**src/verilog/cfg_pkg.sv**
```systemverilog
/*
 * shared constants, state encoding and helpers of the configuration mode sequencer.
 * assumes a single 250 MHz system clock.
 */
package cfg_pkg;

   // ==========================================================
   // clock and timing
   localparam int CLK_FREQ_KHZ = 250000;
   localparam int OSC_FREQ_KHZ = 4000;
   localparam int OSC_DIV_CYC = CLK_FREQ_KHZ / OSC_FREQ_KHZ;
   localparam int OSC_CNT_W = 6;
   localparam int RECFG_LIMIT_MS = 100;
   localparam int RECFG_LIMIT_CYC = RECFG_LIMIT_MS * CLK_FREQ_KHZ;
   localparam int WDOG_W = 25;
   localparam int INIT_CNT_W = 8;
   localparam logic [INIT_CNT_W-1:0] INIT_TICKS = 8'h10;

   // ==========================================================
   // widths
   localparam int LEN_W = 24;
   localparam int DATA_W = 8;
   localparam int SCHEME_W = 3;

   // ==========================================================
   // load schemes: three active, three passive
   localparam logic [SCHEME_W-1:0] SCHEME_ACT_SERIAL = 3'h0;
   localparam logic [SCHEME_W-1:0] SCHEME_ACT_PAR_UP = 3'h1;
   localparam logic [SCHEME_W-1:0] SCHEME_ACT_PAR_DOWN = 3'h2;
   localparam logic [SCHEME_W-1:0] SCHEME_PAS_SERIAL = 3'h3;
   localparam logic [SCHEME_W-1:0] SCHEME_PAS_PAR_SYNC = 3'h4;
   localparam logic [SCHEME_W-1:0] SCHEME_PAS_PAR_ASYNC = 3'h5;
   localparam logic [LEN_W-1:0] SERIAL_STEP = 24'h000001;
   localparam logic [LEN_W-1:0] PARALLEL_STEP = 24'h000008;

   // ==========================================================
   // top-level sequence, gray along idle-load-release-init-user
   typedef enum logic [2:0] {
      ST_IDLE    = 3'h0,
      ST_LOAD    = 3'h1,
      ST_RELEASE = 3'h3,
      ST_INIT    = 3'h2,
      ST_USER    = 3'h6,
      ST_ERROR   = 3'h4
   } state_e;

   // ==========================================================
   // helpers
   function automatic logic scheme_valid(input logic [SCHEME_W-1:0] s);
      scheme_valid = (s <= SCHEME_PAS_PAR_ASYNC);
   endfunction : scheme_valid

   function automatic logic is_active(input logic [SCHEME_W-1:0] s);
      is_active = (s <= SCHEME_ACT_PAR_DOWN);
   endfunction : is_active

   function automatic logic is_serial(input logic [SCHEME_W-1:0] s);
      is_serial = (s == SCHEME_ACT_SERIAL) || (s == SCHEME_PAS_SERIAL);
   endfunction : is_serial

   function automatic logic [LEN_W-1:0] bits_per_xfer(input logic [SCHEME_W-1:0] s);
      bits_per_xfer = is_serial(s) ? SERIAL_STEP : PARALLEL_STEP;
   endfunction : bits_per_xfer

endpackage : cfg_pkg

```
**src/verilog/osc_divider.sv**
```systemverilog
/*
 * divider giving a one-cycle enable at the internal oscillator rate.
 * assumes the system clock and a synchronous active-low reset.
 */
`timescale 1ns/100ps
module osc_divider (
   input wire logic clk_i,
   input wire logic rst_n_i,
   output logic tick_o
);
   import cfg_pkg::*;

   // ==========================================================
   // free-running count, so the rate is there in every mode
   logic [OSC_CNT_W-1:0] cnt_q;

   always_ff @(posedge clk_i) begin
      if (!rst_n_i) begin
         cnt_q <= '0;
         tick_o <= 1'b0;
      end else begin
         tick_o <= (cnt_q == OSC_CNT_W'(OSC_DIV_CYC - 1));
         if (cnt_q == OSC_CNT_W'(OSC_DIV_CYC - 1)) begin
            cnt_q <= '0;
         end else begin
            cnt_q <= cnt_q + 1'b1;
         end
      end
   end

endmodule : osc_divider

```
**src/verilog/sram_config_mode_sequencer.sv**
```systemverilog
/*
 * top-level command/user mode sequencer that loads configuration cells.
 * assumes all inputs synchronous to clk_i; open-drain pins resolved outside.
 */
// Functional notes
// - after every reset the cells are reloaded before any user logic runs.
// - after the load an init step clears registers, then user mode starts and enables i/o.
// - command mode spans load and init, user mode is normal operation.
// - pulling the reconfigure pin low forces command mode and a fresh load and init.
// - a reconfiguration from command mode entry to user mode finishes within 100 ms.
// - init is timed by the internal oscillator or by an external clock.
// - loading starts at power-up or when the external party releases the reconfigure pin.
// - six schemes are selectable, three device-led and three host-led.
// - device-led schemes clock the external memory from the internal oscillator.
// - the load-complete flag is held low while a 24-bit count runs to the program length.
// - a load error pulls the open-drain error flag low.
// - in device-led schemes a power failure in user or error state restarts configuration.
`timescale 1ns/100ps
module sram_config_mode_sequencer #(
   parameter int unsigned RECFG_LIMIT_CYC = cfg_pkg::RECFG_LIMIT_CYC
) (
   input wire logic clk_i,
   input wire logic rst_n_i,
   input wire logic reconfig_req_n_i,
   input wire logic [cfg_pkg::SCHEME_W-1:0] scheme_sel_i,
   input wire logic init_clk_sel_i,
   input wire logic ext_init_clk_i,
   input wire logic power_fail_i,
   input wire logic [cfg_pkg::LEN_W-1:0] prog_length_i,
   input wire logic [cfg_pkg::DATA_W-1:0] cfg_data_i,
   input wire logic cfg_data_valid_i,
   input wire logic cfg_error_i,
   input wire logic load_complete_flag_i,
   output logic load_complete_flag_o,
   output logic load_complete_flag_oe_n_o,
   input wire logic config_error_flag_n_i,
   output logic config_error_flag_n_o,
   output logic config_error_flag_n_oe_n_o,
   output logic cfg_clk_o,
   output logic cell_wr_en_o,
   output logic [cfg_pkg::LEN_W-1:0] cell_addr_o,
   output logic [cfg_pkg::DATA_W-1:0] cell_wr_data_o,
   output logic user_reg_clear_o,
   output logic user_logic_en_o,
   output logic user_io_en_o,
   output logic user_mode_o
);
   import cfg_pkg::*;

   // ==========================================================
   // declarations
   state_e state_q, state_d;
   logic osc_tick;
   logic ext_q;
   logic ext_rise;
   logic init_tick;
   logic [SCHEME_W-1:0] scheme_q;
   logic [LEN_W-1:0] len_q;
   logic [LEN_W-1:0] count_q;
   logic [LEN_W:0] count_next;
   logic last_xfer;
   logic take;
   logic [WDOG_W-1:0] age_q;
   logic wdog_expired;
   logic load_err;
   logic [INIT_CNT_W-1:0] init_cnt_q;
   logic start;

   // ==========================================================
   // clock sources
   osc_divider i_osc_divider (
      .clk_i(clk_i),
      .rst_n_i(rst_n_i),
      .tick_o(osc_tick)
   );

   always_ff @(posedge clk_i) begin
      if (!rst_n_i) begin
         ext_q <= 1'b0;
      end else begin
         ext_q <= ext_init_clk_i;
      end
   end

   assign ext_rise = ext_init_clk_i & ~ext_q;
   assign init_tick = init_clk_sel_i ? ext_rise : osc_tick;

   // ==========================================================
   // load data path
   // passive: host strobe is the only pacing; active: own clock edge
   assign take = (state_q == ST_LOAD) &&
                 (is_active(scheme_q) ? (osc_tick & ~cfg_clk_o) : cfg_data_valid_i);
   assign count_next = {1'b0, count_q} + {1'b0, bits_per_xfer(scheme_q)};
   assign last_xfer = (count_next >= {1'b0, len_q});
   assign start = (state_q == ST_IDLE) && reconfig_req_n_i;

   always_ff @(posedge clk_i) begin
      if (!rst_n_i) begin
         scheme_q <= SCHEME_ACT_SERIAL;
         len_q <= '0;
      end else if (start) begin
         // captured once, so mid-load changes on the select pins do no harm
         scheme_q <= scheme_sel_i;
         len_q <= prog_length_i;
      end
   end

   always_ff @(posedge clk_i) begin
      if (!rst_n_i) begin
         count_q <= '0;
      end else if (state_q != ST_LOAD) begin
         count_q <= '0;
      end else if (take) begin
         count_q <= count_next[LEN_W-1:0];
      end
   end

   always_ff @(posedge clk_i) begin
      if (!rst_n_i) begin
         cfg_clk_o <= 1'b0;
      end else if (state_q == ST_LOAD && is_active(scheme_q)) begin
         if (osc_tick) begin
            cfg_clk_o <= ~cfg_clk_o;
         end
      end else begin
         cfg_clk_o <= 1'b0;
      end
   end

   always_ff @(posedge clk_i) begin
      if (!rst_n_i) begin
         cell_wr_en_o <= 1'b0;
         cell_addr_o <= '0;
         cell_wr_data_o <= '0;
      end else begin
         cell_wr_en_o <= take;
         cell_addr_o <= count_q;
         cell_wr_data_o <= is_serial(scheme_q) ? {{(DATA_W-1){1'b0}}, cfg_data_i[0]} : cfg_data_i;
      end
   end

   // ==========================================================
   // reconfiguration time limit
   // a hung host or memory would otherwise leave the part dark forever
   always_ff @(posedge clk_i) begin
      if (!rst_n_i) begin
         age_q <= '0;
      end else if (state_q == ST_LOAD || state_q == ST_RELEASE || state_q == ST_INIT) begin
         age_q <= wdog_expired ? '0 : age_q + 1'b1;
      end else begin
         age_q <= '0;
      end
   end

   assign wdog_expired = (age_q == WDOG_W'(RECFG_LIMIT_CYC - 1));
   assign load_err = cfg_error_i | ~config_error_flag_n_i | wdog_expired;

   // ==========================================================
   // init timing
   always_ff @(posedge clk_i) begin
      if (!rst_n_i) begin
         init_cnt_q <= '0;
      end else if (state_q != ST_INIT) begin
         init_cnt_q <= '0;
      end else if (init_tick) begin
         init_cnt_q <= init_cnt_q + 1'b1;
      end
   end

   // ==========================================================
   // mode sequence
   always_comb begin
      state_d = state_q;
      case (state_q)
         ST_IDLE: begin
            if (start) begin
               state_d = scheme_valid(scheme_sel_i) ? ST_LOAD : ST_ERROR;
            end
         end
         ST_LOAD: begin
            if (load_err) begin
               state_d = ST_ERROR;
            end else if (take && last_xfer) begin
               state_d = ST_RELEASE;
            end
         end
         ST_RELEASE: begin
            if (wdog_expired) begin
               state_d = ST_ERROR;
            end else if (load_complete_flag_i) begin
               state_d = ST_INIT;
            end
         end
         ST_INIT: begin
            if (wdog_expired) begin
               state_d = ST_ERROR;
            end else if (init_tick && init_cnt_q == INIT_TICKS - 1'b1) begin
               state_d = ST_USER;
            end
         end
         ST_USER: begin
            state_d = ST_USER;
         end
         ST_ERROR: begin
            state_d = ST_ERROR;
         end
         default: begin
            state_d = ST_IDLE;
         end
      endcase
      if ((state_q == ST_USER || state_q == ST_ERROR) && power_fail_i && is_active(scheme_q)) begin
         state_d = ST_IDLE;
      end
      if (!reconfig_req_n_i) begin
         state_d = ST_IDLE;
      end
   end

   always_ff @(posedge clk_i) begin
      if (!rst_n_i) begin
         state_q <= ST_IDLE;
      end else begin
         state_q <= state_d;
      end
   end

   // ==========================================================
   // pins and user enables, registered from the next state
   always_ff @(posedge clk_i) begin
      if (!rst_n_i) begin
         load_complete_flag_o <= 1'b0;
         load_complete_flag_oe_n_o <= 1'b0;
         config_error_flag_n_o <= 1'b0;
         config_error_flag_n_oe_n_o <= 1'b1;
         user_reg_clear_o <= 1'b0;
         user_logic_en_o <= 1'b0;
         user_io_en_o <= 1'b0;
         user_mode_o <= 1'b0;
      end else begin
         load_complete_flag_o <= 1'b0;
         load_complete_flag_oe_n_o <= (state_d == ST_RELEASE || state_d == ST_INIT ||
                                       state_d == ST_USER);
         config_error_flag_n_o <= 1'b0;
         config_error_flag_n_oe_n_o <= (state_d != ST_ERROR);
         user_reg_clear_o <= (state_d == ST_INIT);
         user_logic_en_o <= (state_d == ST_USER);
         user_io_en_o <= (state_d == ST_USER);
         user_mode_o <= (state_d == ST_USER);
      end
   end
endmodule : sram_config_mode_sequencer

```
**config.mk**
```make
export PLATFORM = sky130hd
export DESIGN_NAME = sram_config_mode_sequencer
export DESIGN_NICKNAME = d
export VERILOG_FILES = /design/src/verilog/cfg_pkg.sv /design/src/verilog/osc_divider.sv /design/src/verilog/sram_config_mode_sequencer.sv
export SDC_FILE = /design/constraint.sdc
export NUM_CORES = 1
export LEC_CHECK = 0
export ABC_CLOCK_PERIOD_IN_PS = 3880
export BUFFER_PORTS_ARGS = -buffer_cell sky130_fd_sc_hd__buf_2
export CAP_MARGIN = 40
export CORE_MARGIN = 5
export CORE_UTILIZATION = 55
export CTS_CLUSTER_SIZE = 30
export DETAILED_ROUTE_END_ITERATION = 10
export GPL_TIMING_DRIVEN = 0
export PLACE_DENSITY = 0.82
export SLEW_MARGIN = 20
export SYNTH_ARGS = -nofsm -noshare
export SYNTH_HDL_FRONTEND = slang
export SYNTH_SLANG_ARGS = --single-unit
```
**constraint.sdc**
```tcl
create_clock -name clk_i -period 3.88 [get_ports clk_i]
set_clock_uncertainty 0.05 [all_clocks]
set_input_delay 0.776 -clock clk_i [delete_from_list [all_inputs] [get_ports clk_i]]
set_output_delay 0.776 -clock clk_i [all_outputs]
set_load 0.01 [all_outputs]
```
==> metrics <==
all-layer global routing usage=21.7%; I/O pin total=87; Starting Density=56.1%; crit path capture type=flop; vias per cell=5.41; switching component of the power=0.663 mW; flops & latches, synth=133; Logic pwr share=5.7%; Synth top area share=43.8%; Worst path max stage delay=0.39 ns; crit path time final=3.69 ns; PD cells=430 nW/µm²; Hold Vio Cnt, Final=0; worst vdd ir=0.337 mV; commonest non-fill, non-tap cells in the layout=dfxtp_1 (133), buf_2 (90), nand2_1 (88); Area Overhead vs Synth=19.2%; Worst setup SP type=flop; Cell Chain, Critical Path=xor2_1 > nor2_1 > inv_1 > ha_1 > a41o_1 > and3_1 > nand3_2 > nor2_1 > xnor2_1 > ha_1 > nand4_1 > or2_2 > a211oi_1 > nor4_2 > a21oi_1; Bufs and invs on worst path=1; synthesized cell area=6080 µm²; status=completed; final worst path period share=95.1%; Inserted Clock Buffers=17; Hold Crit Class=in2reg; post-DP HPWL=10.3 mm; CP Class=reg2reg; DR vias=5,185; DRC=0; fraction of registers with async set/reset=0%; tightest hold margin=0.387 ns; Tightest Pin Transition=0.692 ns; Root Buffer=clkbuf_8; critical path's slowest cell=a211oi_1; vias in the first global route=5,221; placed cell area=6680 µm²; commonest non-fill, non-tap cell in the layout=dfxtp_1; initial antenna violation count=0; wire per inst=14.5 µm; chip width=115 µm; count of nets after finishing=885; Ant. Diodes=0; Net Sw Frac=21.3%; Synth Area per Inst=8.62 µm²; P_leak=3.06 nW; pin count of the biggest net entering global routing=17; Synth area leaders=dfxtp_1 (44%), ha_1 (6.4%), xor2_1 (6.1%); Sink Count=133; Post-Route WL=13.9 mm; Distinct cells, synth=55; critical path's top delay family=simple AND/OR/NAND/NOR gates; RSZ-0062 raised after global routing=no; post-layout util=66.9%; setup TNS=0 ns; Design Power=3.11 mW; DR iter-0 viols=306; layout cell share with drive strength beyond 1=16.2%; post-synth top area cell=dfxtp_1; Die Height=115 µm; port bufs=84; Finished Cell Area=7250 µm²; Final GP Congestion=0.881; worst skew pair latency=0.54 ns; CTS tree=built; global route overflow=0; register area share after synthesis=43.8%; Syn. warnings=0; Arrival @ worst endpoint=4.11 ns; max-slew violations=0; first-pass GRT wire length=22.9 mm; Crit path required time=4.30 ns; Slew headroom=52.6%; drt pass-1 iters=6; cell-internal power=2.45 mW; Max Cap Violations=0; H-tree levels=4; clock share of power=49.1%; Core Rows=38; Crit Path Max Fanout=9; Setup Fix Bufs, Post-CTS=0; Flop pwr share=45.2%; CTS Hold Bufs=0; Post-DRT Antenna Nets=0; Most used DFF post-synth=dfxtp_1; core area=10,800 µm²; fmax=0.271 GHz; Final setup viols=0; CTS max path bufs=2; Clock transition at path regs=0.06 ns; Post-Synthesis Cells=705; die area=13,300 µm²; Post-synth EDFFs=0
==> layout make-up <==
cell class                 count  area (µm²)
fill                         859        3590
inverter                      31         116
timing repair buffer          84         420
clock buffer                  25         494
sequential                   133        2660
clock inverter                 4        70.1
buffer                        37         181
multi-input combinational    505        3130
tap                          140         175
==> flip-flops by register name, summed over array words and instances (netlist names) <==
name                        cells
load_complete_flag_oe_n_o       1
i_osc_divider.cnt_q             6
scheme_q                        3
i_osc_divider.tick_o            1
count_q                        24
user_mode_o                     1
ext_q                           1
user_reg_clear_o                1
cell_addr_o                    24
config_error_flag_n_oe_n_o      1
cell_wr_data_o                  8
cell_wr_en_o                    1
len_q                          24
init_cnt_q                      8
age_q                          25
state_q                         3
cfg_clk_o                       1
==> cell usage after synthesis, drive strengths merged (3+ instances only) <==
cell and number:
nand2b 4, buf 15, or4 7, nor3 8, a21oi 48, nor4 11
o21ai 5, a31oi 5, o31ai 7, a21o 7, and2 32, dfxtp 133
nand3 30, nand2 88, and4 5, inv 30, clkbuf 22, nor2 76
nor3b 3, or3 4, xnor2 28, xor2 42, ha 31, or2 4
and3 16, nand4 18
==> repair_timing <==
| item | in CTS | in global routing |
|---|---|---|
| hold endpoints to repair | 0 | 0 |
| endpoints found under the setup margin | 0 | 2 |
| gates resized for setup | 0 | 1 |
==> power by group through the flow <==
stage / clock network [mW] / logic, mW / registers, mW
3_5_place_dp: 0 / 0.176 / 1.44
6_report: 1.53 / 0.178 / 1.41
5_1_grt: 1.61 / 0.201 / 1.41
2_1_floorplan: 0 / 0.111 / 1.44
4_1_cts: 1.54 / 0.178 / 1.41
3_3_place_gp: 0 / 0.167 / 1.44
==> cells by family (layout without fill, tap and decap cells) <==
family / after synthesis / after routing / share of synthesized area (%)
flops: 133 / 133 / 43.8
buf+inv: 68 / 181 / 4.90
fa+ha+maj: 31 / 31 / 6.38
other cells: 1 / 2 / 0.0617
mux: 2 / 2 / 0.329
compound gates: 84 / 84 / 8.21
xor+xnor: 70 / 70 / 10.1
simple gates: 316 / 316 / 26.2
==> layer usage <==
metal / part of all wire (%) / global-route usage (%) / wire [µm]
met1: 40 / 23.3 / 5490
met2: 53 / 39.2 / 7310
met3: 5.2 / 6.47 / 727
met4: 2.4 / 9.39 / 337
met5: 0 / 0 / 0
==> worst register-to-register path, cell delays in order, from the launching register on <==
cell      delay, ns
dfxtp_1        0.33
xor2_1         0.16
nor2_1         0.22
inv_1          0.08
ha_1           0.34
a41o_1         0.24
and3_1         0.27
nand3_2        0.20
nor2_1         0.18
xnor2_1        0.09
ha_1           0.33
nand4_1        0.12
or2_2          0.36
a211oi_1       0.39
nor4_2         0.12
a21oi_1        0.16
==> worst paths after layout <==
path,startpoint,to,slack [ns],cells after the start
hold reg to reg,len_q[11],len_q[11],0.41,2
hold / removal,cfg_data_i[2],cell_wr_data_o[2],0.39,2
setup reg to reg,scheme_q[0],state_q[1],0.19,15
setup / recovery,scheme_q[0],state_q[1],0.19,15
==> per-stage QoR <==
step,setup WS (ns),instances
2_1_floorplan,0.821,706
3_3_place_gp,0.367,930
3_5_place_dp,0.238,930
4_1_cts,0.168,959
5_1_grt,0.0226,959
6_report,0.190,959
Note: power is estimated with default switching activity, not from simulation.
